--- src/engine_cfg_pkg.sv ---
package engine_cfg_pkg;

  // serial frame layout
  localparam int FRAME_BITS    = 16;
  localparam int ADDR_MSB      = 14;
  localparam int ADDR_LSB      = 10;
  localparam int DATA_MSB      = 8;
  localparam int DATA_LSB      = 1;
  localparam int CMD_LOCK_BIT  = 1;
  localparam int CMD_SWRST_BIT = 2;

  localparam logic [4:0] ADDR_SENSOR_RELAY  = 5'h01;
  localparam logic [4:0] ADDR_PUMP_IGNITION = 5'h02;
  localparam logic [4:0] ADDR_SENSOR_FILTER = 5'h03;
  localparam logic [4:0] ADDR_LATCH_LOCK    = 5'h04;
  localparam logic [4:0] ADDR_SENSOR_HYST   = 5'h05;
  localparam logic [4:0] ADDR_POWER_SAFETY  = 5'h06;
  localparam logic [4:0] ADDR_OUTPUT_DIAG   = 5'h07;
  localparam logic [4:0] ADDR_LOCK_COMMAND  = 5'h0C;

  localparam int CFG_FIRST = 1;
  localparam int CFG_LAST  = 7;

  typedef logic [7:0] cfg_byte_t;
  typedef cfg_byte_t cfg_table_t [CFG_FIRST:CFG_LAST];

  localparam cfg_table_t CFG_RESET = '{8'h08, 8'h08, 8'h08, 8'h02, 8'hD8, 8'h22, 8'h50};
  // writable bits; lock bit of register 4 changes only by command
  localparam cfg_table_t CFG_WMASK = '{8'h03, 8'h03, 8'h03, 8'hF2, 8'h3F, 8'hFF, 8'hFF};

  // field positions
  localparam int RELAY_OT_KEEP_BIT   = 0;
  localparam int ADAPTIVE_SEL_BIT    = 1;
  localparam int LOWSIDE_OFF_BIT     = 0;
  localparam int PUMP_OFF_BIT        = 1;
  localparam int HYST_FB_BIT         = 0;
  localparam int FALL_FILT_BIT       = 1;
  localparam int LOCK_BIT            = 0;
  localparam int KLINE_SLEW_BIT      = 1;
  localparam int LC_DIAG_BIT         = 4;
  localparam int TIMEOUT_MSB         = 7;
  localparam int TIMEOUT_LSB         = 5;
  localparam int HYST_CODE_MSB       = 2;
  localparam int HYST_CODE_LSB       = 0;
  localparam int AUTO_HYST_BIT       = 3;
  localparam int AUTO_FILT_BIT       = 4;
  localparam int SENSOR_DIAG_BIT     = 5;
  localparam int PRIO_SEL_BIT        = 0;
  localparam int WD_BASE_BIT         = 1;
  localparam int UV_WDA_MASK_BIT     = 2;
  localparam int UV_RST_MASK_BIT     = 3;
  localparam int SUPPLY_SHUTDOWN_SELECT_BIT           = 4;
  localparam int HOLD_EN_LOW_BIT     = 5;
  localparam int KEY_RESET_BIT       = 6;
  localparam int CAN_ERR_BIT         = 7;
  localparam int LB_OUT13_BIT        = 0;
  localparam int LB_OUT14_BIT        = 1;
  localparam int LB_STAGE_A_BIT      = 2;
  localparam int LB_STAGE_C_BIT      = 3;
  localparam int STEPPER_BIT         = 4;
  localparam int MASK_DOUBLE_BIT     = 5;
  localparam int IGN_GND_DIAG_BIT    = 6;
  localparam int IGN_LATCH_BIT       = 7;

  localparam logic [2:0] TIMEOUT_OFF = 3'h0;

  // hysteresis current in microamps per code
  localparam logic [5:0] HYST_UA_0  = 6'h00;
  localparam logic [5:0] HYST_UA_5  = 6'h05;
  localparam logic [5:0] HYST_UA_10 = 6'h0A;
  localparam logic [5:0] HYST_UA_17 = 6'h11;
  localparam logic [5:0] HYST_UA_32 = 6'h20;
  localparam logic [5:0] HYST_UA_51 = 6'h33;

  typedef enum logic [0:0] {
    LINK_IDLE  = 1'b0,
    LINK_FRAME = 1'b1
  } link_state_t;

endpackage

--- src/engine_ic_config_regs.sv ---
// How it works
// - bit1 reg1 selects limited or full adaptive
// - bit0 reg1 keeps relay on at overtemperature
// - reg2 pump off and ignition lowside forced off
// - reg3 falling filter enable, hysteresis feedback point
// - reg4 7:5 latch timeout code, 000 off
// - reg4 bit4 low-current offstate diag and bias
// - reg4 bit1 enables kline slew limit
// - lock bit set/cleared by command, blocks writes
// - reg5 bit5 diag or forced minimum hysteresis
// - reg5 4:3 independent auto filter and hysteresis
// - reg5 2:0 decodes hysteresis current
// - reg6 bit7 enables CAN error handling
// - reg6 bit6 key rise in latch resets
// - reg6 bit5 active-low power latch enable
// - reg6 bit4 chooses supply shutdown at key off
// - reg6 3:2 mask undervoltage reset and alarm
// - reg6 bit1 selects watchdog time base
// - reg6 bit0 picks winning timeout counter
// - reg7 ignition latch mode, ground diag enable
// - reg7 mask time double, stepper select
// - reg7 3:0 low-battery enables, bridge override
// - reset unlocked; software reset reloads all registers with their reset values
module engine_ic_config_regs
  import engine_cfg_pkg::*;
(
  input  wire logic       mclk,
  input  wire logic       rst_n,
  input  wire logic       cs_n,
  input  wire logic       sclk,
  input  wire logic       mosi,
  output logic            miso,
  input  wire logic       key_on,
  input  wire logic       power_hold_mode,
  input  wire logic       relay_overtemp,
  input  wire logic       main_supply_undervoltage,
  output logic            config_locked,
  output logic            frame_error,
  output logic            software_reset,
  output logic            sensor_adaptive_select,
  output logic            relay_overtemp_keep_on,
  output logic            main_relay_driver_ot_off,
  output logic            charge_pump_off,
  output logic            ignition_lowside_force_off,
  output logic            falling_edge_filter_enable,
  output logic            hysteresis_feedback_select,
  output logic [2:0]      latch_timeout_select,
  output logic            latch_timeout_enable,
  output logic            low_current_offstate_diag,
  output logic            kline_slew_limit,
  output logic            sensor_diag_enable,
  output logic            sensor_min_hyst_force,
  output logic            auto_hysteresis_enable,
  output logic            auto_filter_enable,
  output logic [2:0]      sensor_hysteresis_code,
  output logic [5:0]      hysteresis_current_ua,
  output logic            can_error_enable,
  output logic            key_on_latch_reset,
  output logic            power_hold_enable_low,
  output logic            supply_shutdown,
  output logic            uv_reset_request,
  output logic            watchdog_alarm_pin_low,
  output logic            watchdog_response_time,
  output logic            secure_off_priority,
  output logic            ignition_diag_latch_mode,
  output logic            ignition_ground_diag_enable,
  output logic            mask_time_double,
  output logic            stepper_mode,
  output logic [3:0]      lowbatt_enable,
  output logic            bridge_override
);

  cfg_table_t            cfg;
  link_state_t           link_state;
  logic [FRAME_BITS-1:0] shift_in;
  logic [FRAME_BITS-1:0] shift_out;
  logic [4:0]            bit_count;
  logic                  sclk_q;
  logic                  key_q;
  logic                  frame_done;
  logic                  frame_ok;
  logic [4:0]            frame_addr;
  logic [7:0]            frame_data;
  logic                  sclk_rise;
  logic                  sclk_fall;

  assign sclk_rise  = sclk & ~sclk_q;
  assign sclk_fall  = ~sclk & sclk_q;
  assign frame_addr = shift_in[ADDR_MSB:ADDR_LSB];
  assign frame_data = shift_in[DATA_MSB:DATA_LSB];
  // frame ends on deselect; only exact 16-bit frames with odd parity count
  assign frame_done = (link_state == LINK_FRAME) && cs_n;
  assign frame_ok   = frame_done && (bit_count == 5'(FRAME_BITS)) && (^shift_in);

  always_ff @(posedge mclk or negedge rst_n) begin
    if (!rst_n) begin
      sclk_q <= 1'b0;
      key_q  <= 1'b0;
    end else begin
      sclk_q <= sclk;
      key_q  <= key_on;
    end
  end

  // serial link: sample on rising clock, shift reply on falling
  always_ff @(posedge mclk or negedge rst_n) begin
    if (!rst_n) begin
      link_state <= LINK_IDLE;
      shift_in   <= '0;
      shift_out  <= '0;
      bit_count  <= '0;
      miso       <= 1'b0;
    end else begin
      case (link_state)
        LINK_IDLE: begin
          if (!cs_n) begin
            link_state <= LINK_FRAME;
            bit_count  <= '0;
            // reply: previous error, then lock status
            shift_out  <= {frame_error, 13'h0000, config_locked, ~(frame_error ^ config_locked)};
            miso       <= frame_error;
          end
        end
        LINK_FRAME: begin
          if (cs_n) begin
            link_state <= LINK_IDLE;
          end else begin
            if (sclk_rise) begin
              shift_in <= {shift_in[FRAME_BITS-2:0], mosi};
              if (bit_count != 5'h1F) begin
                bit_count <= bit_count + 5'h01;
              end
            end
            if (sclk_fall) begin
              shift_out <= {shift_out[FRAME_BITS-2:0], 1'b0};
              miso      <= shift_out[FRAME_BITS-2];
            end
          end
        end
        default: link_state <= LINK_IDLE;
      endcase
    end
  end

  always_ff @(posedge mclk or negedge rst_n) begin
    if (!rst_n) begin
      frame_error <= 1'b0;
    end else if (frame_done) begin
      frame_error <= ~frame_ok;
    end
  end

  always_ff @(posedge mclk or negedge rst_n) begin
    if (!rst_n) begin
      software_reset <= 1'b0;
    end else begin
      software_reset <= frame_ok && (frame_addr == ADDR_LOCK_COMMAND) && shift_in[CMD_SWRST_BIT];
    end
  end

  // configuration table
  always_ff @(posedge mclk or negedge rst_n) begin
    if (!rst_n) begin
      cfg <= CFG_RESET;
    end else if (frame_ok) begin
      if (frame_addr == ADDR_LOCK_COMMAND) begin
        if (shift_in[CMD_SWRST_BIT]) begin
          cfg <= CFG_RESET;
        end else begin
          cfg[ADDR_LATCH_LOCK][LOCK_BIT] <= shift_in[CMD_LOCK_BIT];
        end
      end else if (!cfg[ADDR_LATCH_LOCK][LOCK_BIT]) begin
        for (int i = CFG_FIRST; i <= CFG_LAST; i++) begin
          if (frame_addr == 5'(i)) begin
            cfg[i] <= (frame_data & CFG_WMASK[i]) | (cfg[i] & ~CFG_WMASK[i]);
          end
        end
      end
    end
  end

  always_ff @(posedge mclk or negedge rst_n) begin
    if (!rst_n) begin
      key_on_latch_reset <= 1'b0;
    end else begin
      key_on_latch_reset <= cfg[ADDR_POWER_SAFETY][KEY_RESET_BIT] && power_hold_mode
                            && key_on && !key_q;
    end
  end

  always_comb begin
    case (cfg[ADDR_SENSOR_HYST][HYST_CODE_MSB:HYST_CODE_LSB])
      3'h1:    hysteresis_current_ua = HYST_UA_5;
      3'h2:    hysteresis_current_ua = HYST_UA_10;
      3'h4:    hysteresis_current_ua = HYST_UA_32;
      3'h5:    hysteresis_current_ua = HYST_UA_51;
      3'h7:    hysteresis_current_ua = HYST_UA_0;
      default: hysteresis_current_ua = HYST_UA_17;
    endcase
  end

  assign config_locked              = cfg[ADDR_LATCH_LOCK][LOCK_BIT];
  assign sensor_adaptive_select     = cfg[ADDR_SENSOR_RELAY][ADAPTIVE_SEL_BIT];
  assign relay_overtemp_keep_on     = cfg[ADDR_SENSOR_RELAY][RELAY_OT_KEEP_BIT];
  assign main_relay_driver_ot_off   = relay_overtemp & ~relay_overtemp_keep_on;
  assign charge_pump_off            = cfg[ADDR_PUMP_IGNITION][PUMP_OFF_BIT];
  assign ignition_lowside_force_off = cfg[ADDR_PUMP_IGNITION][LOWSIDE_OFF_BIT];
  assign falling_edge_filter_enable = cfg[ADDR_SENSOR_FILTER][FALL_FILT_BIT];
  assign hysteresis_feedback_select = cfg[ADDR_SENSOR_FILTER][HYST_FB_BIT];
  assign latch_timeout_select       = cfg[ADDR_LATCH_LOCK][TIMEOUT_MSB:TIMEOUT_LSB];
  assign latch_timeout_enable       = latch_timeout_select != TIMEOUT_OFF;
  assign low_current_offstate_diag  = cfg[ADDR_LATCH_LOCK][LC_DIAG_BIT];
  assign kline_slew_limit           = cfg[ADDR_LATCH_LOCK][KLINE_SLEW_BIT];
  // one bit, two meanings depending on adaptive mode
  assign sensor_diag_enable    = sensor_adaptive_select & cfg[ADDR_SENSOR_HYST][SENSOR_DIAG_BIT];
  assign sensor_min_hyst_force = ~sensor_adaptive_select & cfg[ADDR_SENSOR_HYST][SENSOR_DIAG_BIT];
  assign auto_hysteresis_enable     = cfg[ADDR_SENSOR_HYST][AUTO_HYST_BIT];
  assign auto_filter_enable         = cfg[ADDR_SENSOR_HYST][AUTO_FILT_BIT];
  assign sensor_hysteresis_code     = cfg[ADDR_SENSOR_HYST][HYST_CODE_MSB:HYST_CODE_LSB];
  assign can_error_enable           = cfg[ADDR_POWER_SAFETY][CAN_ERR_BIT];
  assign power_hold_enable_low      = cfg[ADDR_POWER_SAFETY][HOLD_EN_LOW_BIT];
  assign supply_shutdown            = ~key_on & ~power_hold_enable_low
                                      & ~cfg[ADDR_POWER_SAFETY][SUPPLY_SHUTDOWN_SELECT_BIT];
  assign uv_reset_request           = main_supply_undervoltage
                                      & ~cfg[ADDR_POWER_SAFETY][UV_RST_MASK_BIT];
  assign watchdog_alarm_pin_low     = main_supply_undervoltage
                                      & ~cfg[ADDR_POWER_SAFETY][UV_WDA_MASK_BIT];
  assign watchdog_response_time     = cfg[ADDR_POWER_SAFETY][WD_BASE_BIT];
  assign secure_off_priority        = cfg[ADDR_POWER_SAFETY][PRIO_SEL_BIT];
  assign ignition_diag_latch_mode   = cfg[ADDR_OUTPUT_DIAG][IGN_LATCH_BIT];
  assign ignition_ground_diag_enable = cfg[ADDR_OUTPUT_DIAG][IGN_GND_DIAG_BIT];
  assign mask_time_double           = cfg[ADDR_OUTPUT_DIAG][MASK_DOUBLE_BIT];
  assign stepper_mode               = cfg[ADDR_OUTPUT_DIAG][STEPPER_BIT];
  assign lowbatt_enable             = cfg[ADDR_OUTPUT_DIAG][LB_STAGE_C_BIT:LB_OUT13_BIT];
  assign bridge_override            = cfg[ADDR_OUTPUT_DIAG][LB_STAGE_A_BIT]
                                      | cfg[ADDR_OUTPUT_DIAG][LB_STAGE_C_BIT];

endmodule

--- config.mk ---
export PLATFORM = sky130hd
export DESIGN_NAME = engine_ic_config_regs
export DESIGN_NICKNAME = d
export VERILOG_FILES = /design/src/engine_cfg_pkg.sv /design/src/engine_ic_config_regs.sv
export SDC_FILE = /design/constraint.sdc
export NUM_CORES = 1
export LEC_CHECK = 0
export ABC_AREA = 0
export ABC_CLOCK_PERIOD_IN_PS = 2700
export BUFFER_PORTS_ARGS = -buffer_cell sky130_fd_sc_hd__buf_4
export CAP_MARGIN = 15
export CORE_UTILIZATION = 50
export CTS_CLUSTER_DIAMETER = 200
export DETAILED_ROUTE_END_ITERATION = 8
export PLACE_DENSITY = 0.84
export SLEW_MARGIN = 10
export SYNTH_ARGS = -nofsm -noshare
export SYNTH_HDL_FRONTEND = slang
export SYNTH_SLANG_ARGS = --single-unit
export TNS_END_PERCENT = 10
--- constraint.sdc ---
create_clock -name mclk -period 2.7 [get_ports mclk]
set_clock_uncertainty 0.2 [all_clocks]
set_input_delay 0.27 -clock mclk [delete_from_list [all_inputs] [get_ports mclk]]
set_output_delay 0.27 -clock mclk [all_outputs]
set_load 0.02 [all_outputs]
==> reports/qor.yml, run 1 <==
vias: 2499
r2r_cells: 7
synth_area_per_cell_um2: 12.0
yosysWarnings: 0
die_area_um2: 7630
finalSetupTns_ns: 0
die_h_um: 87.3
power_leakage_nw: 2.23
final_cell_mix: "75 x buf_4, 70 x dfrtp_1, 27 x mux2_2"
worst_pin_slew_ns: 0.944
setup_viol: 0
p_int_mw: 2.24
yosysUniqueCellTypes: 42
hold_viol_final: 0
timing.rr.end: "lowbatt_enable[2]"
post-synth-top-area-fraction_pct: 48.1
power.share.sequential_pct: 39.2
fp-row-count: 30
drive_above_1_share_pct: 39.6
regArea_um2: 1940
core_um2: 6910
min_delay_worst_endpoint: "key_on_latch_reset"
vdd_drop_max_v: 0.000869
syn2layout_area_growth_pct: 22.8
drt_iter0_drc: 236
dp_hpwl_mm: 4.88
io_buffers: 55
path_clk_slew_ns: 0.08
rsz0062_at_grt: "true"
start_util_pct: 52.7
grt_max_degree: 78
cts_made_buffers: 9
totalWireLength_mm: 7.10
synth_area_um2: 3640
clock_path_buffers: 2
power_switching_share_pct: 33.7
status: "finished, final reports clean"
period_share_pct: 98.2
total_power_mw: 3.37
insertion_delay_ns: 0.34
crit_fanout: 8
gp_congestion: 0.827
die_w_um: 87.3
maxSlewHeadroom_pct: 37.1
clock-sinks: 77
cts_tree: "done"
p_clk_share_pct: 24.2
combinationalPowerShare_pct: 36.6
grt_use_total_pct: 20.5
htree_levels: 3
endpoint_kind: "flop"
arrival_ns: 2.68
first_global_vias: 2453
synth_fp_nets: 322
finalMaxSlewViolations: 0
final_common_cell: "buf_4"
cts_root_buf: "clkbuf_8"
yosys.area.top_type: "dfrtp_1"
dr.pass1.iters: 4
antenna_found_initial: 0
io_pins: 56
critPathKind: "flop to flop"
hold_depth: 2
cellPowerDensity_nw_per_um2: 754
diodes: 0
max_freq_mhz: 377
drc_errors: 0
regToRegStartpoint: "shift_in[12]"
ant_nets: 0
yosys-top-cells-area: "dfrtp_1 48%, mux2_2 8.7%, dfstp_2 5.1%"
vias_per_cell: 5.32
r2r_slack_ns: 0.05
hold_path_class: "input pin to flop"
worstPathRequired_ns: 2.73
nFillCells: 524
nNetsFinal: 388
syn_inst: 303
ys_ff_latch: 77
wire_per_inst_um: 15.1
grt_pass1_wl_mm: 11.9
holdWs_ns: 0.0164
multi_input_area_um2: 1570
grt_remaining_overflow: 0
ys_seq_area_share_pct: 53.2
maxCapViolCount: 0
critPathLaunchType: "flop"
p_switching_mw: 1.13
min_period_ns: 2.65
hp-start: "power_hold_mode"
-- worst max-delay path by stage --
stage	startpoint	slack, ns	depth (start not counted)	to
final	shift_in[12]	0.05	7	lowbatt_enable[2]
after detailed placement	shift_in[13]	-0.03	7	sensor_hysteresis_code[0]
after floorplan	shift_in[12]	-0.01	9	can_error_enable
after global placement	shift_in[13]	0.02	7	sensor_hysteresis_code[1]
after global routing	shift_in[11]	-0.05	7	lowbatt_enable[2]
after CTS	shift_in[13]	-0.03	7	sensor_hysteresis_code[0]
-- through the flow --
step	cell area, um2	worst slack (ns)	util [%]	instances
global route	4470	-0.0480	64.7	470
floorplan	3640	-0.0126	-	303
detailed placement	4190	-0.0285	60.7	449
finish	4470	0.0484	64.7	470
global placement	4190	0.0201	60.7	449
CTS	4430	-0.0287	64.1	470
-- per-layer routing --
layer	wire length (um)	track usage (%)	up-vias
met5	0	0	-
met4	116	8.05	0
met3	208	4.83	11
met2	3460	30.9	62
met1	3320	28.7	1238
li1	-	-	1188
-- timing repair --
item | in CTS | in global routing
resized for setup | 1 | 9
endpoints found under the hold margin | 75 | 0
endpoints found under the setup margin | 12 | 25
hold buffers | 5 | 0
setup buffers | 0 | 1
pin swaps | 1 | 3
-- registers in the layout, indices dropped and copies added, names as in the netlist, 3 cells and up, named ones only --
name                    cells
lowbatt_enable              4
cfg                         5
shift_in                   16
sensor_hysteresis_code      3
bit_count                   5
latch_timeout_select        3
shift_out                  15
-- critical path, cell delays in order (launching register included) --
cell,delay [ns]
dfrtp_1,0.39
inv_2,0.09
ha_4,0.20
xnor2_1,0.13
xnor2_1,0.22
xnor3_2,0.41
or4_4,0.58
mux2_4,0.32
-- kinds of logic (layout without fill, tap and decap cells) --
| family | Yosys count | count (layout) | synth area share [%] |
|---|---|---|---|
| DFF | 77 | 77 | 53.2 |
| xor gates and xnor gates | 14 | 14 | 4.12 |
| AOI/OAI and AO/OA | 55 | 55 | 10.3 |
| adders and majority gates | 10 | 10 | 3.44 |
| buffers and inverters | 38 | 109 | 5.39 |
| and+or+nand+nor | 71 | 71 | 11.1 |
| muxes | 38 | 38 | 12.5 |
-- power groups by stage --
stage / registers [mW] / clock network [mW] / logic (mW)
floorplan: 1.33 / 0 / 0.794
global placement: 1.33 / 0 / 1.10
detailed placement: 1.34 / 0 / 1.13
CTS: 1.32 / 0.829 / 1.15
global route: 1.33 / 0.887 / 1.34
finish: 1.32 / 0.815 / 1.23
-- area by class of cell --
type                       instances  area share [%]
sequential                        77            43.3
clock inverter                     5           0.755
inverter                          13            1.09
timing repair buffer              80            13.7
multi-input combinational        188            35.1
tap                               96            2.69
clock buffer                      11            3.39
-- Yosys cell counts --
cell and n:
nand3_1 2, a21o_1 2, o31ai_1 1, nor4b_1 1, dfstp_2 7, xnor3_1 2
dfrtp_1 70, xor2_1 2, and4b_1 1, nor3_1 11, nor4bb_1 2, nand2_1 20
buf_2 1, or2_2 2, o221ai_1 1, mux2i_1 2, nor2_1 4, o21ai_0 18
nand2b_1 2, nor3b_1 4, clkbuf_1 12, and3b_1 1, mux2_4 8, a41o_1 1
or4_1 3, a21oi_1 10, and2_1 4, buf_4 10, a211o_1 1, or3_1 1
mux2_2 28, ha_1 10, nand3b_1 1, and3_1 2, nor2b_1 7, o31a_1 1
xnor2_1 10, inv_1 13, a22o_1 20, or3b_2 2, buf_6 2, or4_4 1
Note: power is estimated with default switching activity, not from simulation.
==> run 2: changes to the inputs <==
ABC_CLOCK_PERIOD_IN_PS = 2400   (was 2700)
clock period = 2.4 ns   (was 2.7 ns; I/O delays follow)
==> run 2 against run 1 <==
Setup slack worse by 0.32 ns. Routed wire length up 14%. Combinational power grew 48%. Critical endpoint is now mask_time_double. Maximum frequency shrank 0.57%. The flow now finishes with violations (negative setup slack). Clock-buffer cell count did not move. First-iteration DRC count is 42% lower. Cell area increased by 6.5%. Sequential power up 11%. Via count is 4.8% higher. Cell count up 4.3%. Die area unchanged. Critical path type unchanged. Sequential share of layout area shrank 2.6 points.
==> reports/qor.yml, run 2 (synthesis gave the netlist of run 1 again) <==
grt.met1_usage_pct: 29.7
cts_made_buffers: 9
syn2layout_area_growth_pct: 30.8
htree_levels: 3
totalWireLength_mm: 8.07
status: "finished with violations"
power_switching_share_pct: 33.5
worst_pin_slew_ns: 0.670
io_buffers: 55
grt_pass1_wl_mm: 12.8
dr.pass1.iters: 4
path_clk_slew_ns: 0.08
hold_path_class: "input pin to async pin"
grt_use_total_pct: 22.7
clock_path_buffers: 2
max_freq_mhz: 375
p_int_mw: 2.93
clock-sinks: 77
grt_max_degree: 66
nFillCells: 476
die_w_um: 87.3
setup_ws_ns: -0.267
maxCapViolCount: 0
combinationalPowerShare_pct: 41.3
power.share.sequential_pct: 33.3
drc_errors: 0
drt_iter0_drc: 137
io_pins: 56
first_global_vias: 2558
setup_viol: 32
maxSlewHeadroom_pct: 55.0
finish.utilization_pct: 68.9
drive_above_1_share_pct: 44.4
endpoint_kind: "flop"
p_switching_mw: 1.47
grt_util_met3_pct: 5.78
fp-row-count: 30
gp_congestion: 0.838
core_um2: 6910
min_period_ns: 2.67
hold_viol_final: 0
final_common_cell: "buf_4"
total_power_mw: 4.41
gr-max-usage-layer: "met2"
insertion_delay_ns: 0.36
rsz0062_at_grt: "true"
die_h_um: 87.3
grt_remaining_overflow: 0
grt_use_met2_pct: 36.2
power_leakage_nw: 2.39
top_register: "shift_in"
top_regs: "shift_in x16, shift_out x15"
die_area_um2: 7630
crit_fanout: 8
arrival_ns: 2.71
critPathKind: "flop to flop"
period_share_pct: 111
cellPowerDensity_nw_per_um2: 925
critPathLaunchType: "flop"
violations: "negative setup slack"
holdWs_ns: 0.0539
vias_per_cell: 5.35
cts_tree: "done"
cts_root_buf: "clkbuf_8"
vias: 2620
final_cell_mix: "93 x buf_4, 70 x dfrtp_1, 23 x mux2_2"
antenna_found_initial: 0
start_util_pct: 52.7
p_clk_share_pct: 25.5
ant_nets: 0
finalMaxSlewViolations: 0
nNetsFinal: 408
wire_per_inst_um: 16.5
worstPathRequired_ns: 2.45
vdd_drop_max_v: 0.000575
largest_register_ffs: 16
fin_area_um2: 4760
dp_hpwl_mm: 5.14
place_area_um2: 4320
diodes: 0
run 2: cell count changes in the layout (fill, tap and decap cells not counted), sizes merged:
cell and delta:
buf +19, bufinv +2, clkinvlp -2, clkinv +1
dlygate4sd3 +1, inv -1
run 2: cell type report:
| class | count | area (um2) | area share [%] |
|---|---|---|---|
| clock buffer | 11 | 151 | 3.18 |
| clock inverter | 5 | 82.6 | 1.73 |
| inverter | 13 | 48.8 | 1.02 |
| multi-input combinational | 188 | 1650 | 34.6 |
| sequential | 77 | 1940 | 40.6 |
| tap | 96 | 120 | 2.52 |
| timing repair buffer | 100 | 778 | 16.3 |
run 2: metal layers:
metal / up-vias / wire [um] / part of all wire [%]
met1: 1295 / 3520 / 44
met5: - / 0 / 0
met2: 85 / 4030 / 50
li1: 1226 / - / -
met3: 14 / 376 / 4.7
met4: 0 / 142 / 1.8
run 2: worst paths after layout:
check	slack (ns)	end	start	cells after the start
max	-0.27	mask_time_double	shift_in[13]	7
min	0.05	shift_out[11]	rst_n	2
max reg2reg	-0.27	mask_time_double	shift_in[13]	7
min reg2reg	0.28	shift_out[0]	shift_out[0]	2
max in group asynchronous	1.33	watchdog_response_time	rst_n	3
min in group mclk	0.28	shift_out[0]	shift_out[0]	2
run 2: what timing repair did:
item	CTS	global route
hold buffers	6	0
gates resized for setup	16	11
setup buffers	2	3
hold endpoints to repair	77	0
pin swaps	5	3
endpoints found under the setup margin	35	36
cloned	0	0
run 2: stage by stage:
stage	std cells	worst slack [ns]	setup TNS, ns
floorplan	303	-0.313	-5.98
global placement	464	-0.273	-6.06
detailed placement	464	-0.358	-8.08
CTS	488	-0.314	-6.75
global route	490	-0.322	-8.27
finish	490	-0.267	-6.33
run 2: worst max-delay path, stage by stage (launching register included):
cell	delay, ns
dfrtp_1	0.40
inv_2	0.09
ha_4	0.21
xnor2_2	0.13
xnor2_1	0.20
xnor3_2	0.42
or4_4	0.60
mux2_2	0.32
run 2: power groups by stage:
stage                     Combinational (mW)  Clock, mW  Sequential (mW)
after floorplan                        0.893          0             1.50
after global placement                  1.34          0             1.48
after detailed placement                1.39          0             1.48
after CTS                               1.61       1.13             1.46
after global routing                    1.93       1.19             1.48
final                                   1.82       1.12             1.47
==> run 3: changes to the inputs <==
ABC_CLOCK_PERIOD_IN_PS = 2500   (was 2400)
PLACE_DENSITY = 0.82   (was 0.84)
clock period = 2.5 ns   (was 2.4 ns; I/O delays follow)
==> run 3 against run 2 <==
The flow still finishes with violations (negative setup slack). Clock power about the same. Cell area down 0.55%. Combinational power down 7%. Sequential power decreased by 3%. Sequential cell count did not move. Setup slack gained 0.10 ns. Total power fell by 3.5%. Non-clock buffer count is 6 lower. Critical endpoint is now sensor_hysteresis_code[0]. Highest routed layer unchanged.
==> reports/qor.yml, run 3 (synthesis gave the netlist of run 1 again) <==
worst_pin_slew_ns: 0.935
fp-row-count: 30
power.share.sequential_pct: 33.5
regToRegStartpoint: "shift_in[13]"
diodes: 0
ant_nets: 0
drc_errors: 0
die_w_um: 87.3
cts_tree: "done"
cellPowerDensity_nw_per_um2: 898
die_area_um2: 7630
top_register: "shift_in"
critPathLaunchType: "flop"
rsz0062_at_grt: "true"
status: "finished with violations"
top_regs: "shift_in x16, shift_out x15"
dp_hpwl_mm: 5.13
min_period_ns: 2.66
io_pins: 56
finish.utilization_pct: 68.6
critPathTopFamily: "XOR/XNOR gates"
hold_path_class: "flop to flop"
die_h_um: 87.3
crit_fanout: 6
power_leakage_nw: 2.36
first_global_vias: 2634
drive_above_1_share_pct: 44.6
vias: 2596
hp-start: "shift_out[1]"
worstPathRequired_ns: 2.53
power_switching_share_pct: 33.8
max_freq_mhz: 375
maxCapViolCount: 0
grt_max_degree: 78
drt_iter0_drc: 150
finalNonFillerCells: 484
totalWireLength_mm: 8.13
clock_path_buffers: 2
p_switching_mw: 1.44
gp_congestion: 0.817
grt_remaining_overflow: 0
maxSlewHeadroom_pct: 37.7
path_buf_inv: 1
setup_ws_ns: -0.164
final_common_cell: "buf_4"
violations: "negative setup slack"
core_um2: 6910
cp_slowest_stage_delay_ns: 0.62
hold_viol_final: 0
cts_made_buffers: 9
finalMaxSlewViolations: 0
insertion_delay_ns: 0.35
startpoint: "shift_in[13]"
vias_per_cell: 5.36
p_int_mw: 2.81
htree_levels: 3
clock-sinks: 77
vdd_drop_max_v: 0.000728
arrival_ns: 2.70
start_util_pct: 52.7
critPathSlowestCell: "or4_4"
largest_register_ffs: 16
syn2layout_area_growth_pct: 30.1
grt_pass1_wl_mm: 13.0
antenna_found_initial: 0
wire_per_inst_um: 16.8
combinationalPowerShare_pct: 39.8
grt_use_total_pct: 22.7
place_inst: 460
critPathKind: "flop to flop"
p_clk_share_pct: 26.7
final_cell_mix: "88 x buf_4, 70 x dfrtp_1, 25 x mux2_2"
endpoint_kind: "flop"
io_buffers: 55
setup_viol: 22
nNetsFinal: 402
cts_root_buf: "clkbuf_8"
crit_chain: "inv_2 > ha_4 > xnor2_4 > xnor2_2 > xnor3_2 > or4_4 > mux2_4"
total_power_mw: 4.25
finalSetupTns_ns: -2.34
period_share_pct: 107
dr.pass1.iters: 4
path_clk_slew_ns: 0.09
-- run 3: worst register-to-register path: cells and delay by family, from the launching register on --
family | cells | cell delay [ns]
fa+ha+maj | 1 | 0.22
mux | 1 | 0.32
xor+xnor | 3 | 0.70
simple gates | 1 | 0.62
flops | 1 | 0.40
buf+inv | 1 | 0.09
-- run 3: worst paths after layout --
kind	slack (ns)	cells after the start	end
max in group asynchronous	1.11	2	sensor_adaptive_select
min in group asynchronous	0.39	2	shift_out[10]
hold / removal	0.29	2	shift_out[1]
hold reg to reg	0.29	2	shift_out[1]
setup / recovery	-0.16	7	sensor_hysteresis_code[0]
setup reg to reg	-0.16	7	sensor_hysteresis_code[0]
-- run 3: layer usage --
metal / global-route usage [%] / vias up / share of wire (%)
met5: 0 / - / 0
met4: 8.64 / 0 / 2.3
met3: 5.78 / 21 / 3.9
met2: 36.9 / 64 / 51
met1: 29.1 / 1296 / 42
li1: - / 1215 / -
-- run 3: repair_timing --
action | in CTS | in global routing
gates cloned | 0 | 0
buffers inserted | 2 | 1
gates resized for setup | 14 | 16
hold buffers | 6 | 0
endpoints found under the setup margin | 32 | 36
pin swaps | 5 | 3
endpoints found under the hold margin | 76 | 0
-- run 3: layout make-up --
class                      instances  area (um2)
clock buffer                      10         128
clock inverter                     6         111
fill                             482        2170
inverter                          13        48.8
multi-input combinational        188        1670
sequential                        77        1940
tap                               96         120
timing repair buffer              94         721
-- run 3: power by group through the flow --
| stage | combinational (mW) | clock [mW] | sequential (mW) |
|---|---|---|---|
| finish | 1.69 | 1.13 | 1.43 |
| CTS | 1.48 | 1.15 | 1.41 |
| global placement | 1.26 | 0 | 1.43 |
| global route | 1.79 | 1.20 | 1.44 |
| floorplan | 0.858 | 0 | 1.44 |
| detailed placement | 1.32 | 0 | 1.43 |
-- run 3: metrics by stage --
stage	area, um2	hold slack, ns	worst slack (ns)
floorplan	3640	-0.246	-0.213
global placement	4270	0.178	-0.178
detailed placement	4270	0.180	-0.293
CTS	4650	0.292	-0.185
global route	4740	0.323	-0.219
finish	4740	0.290	-0.164
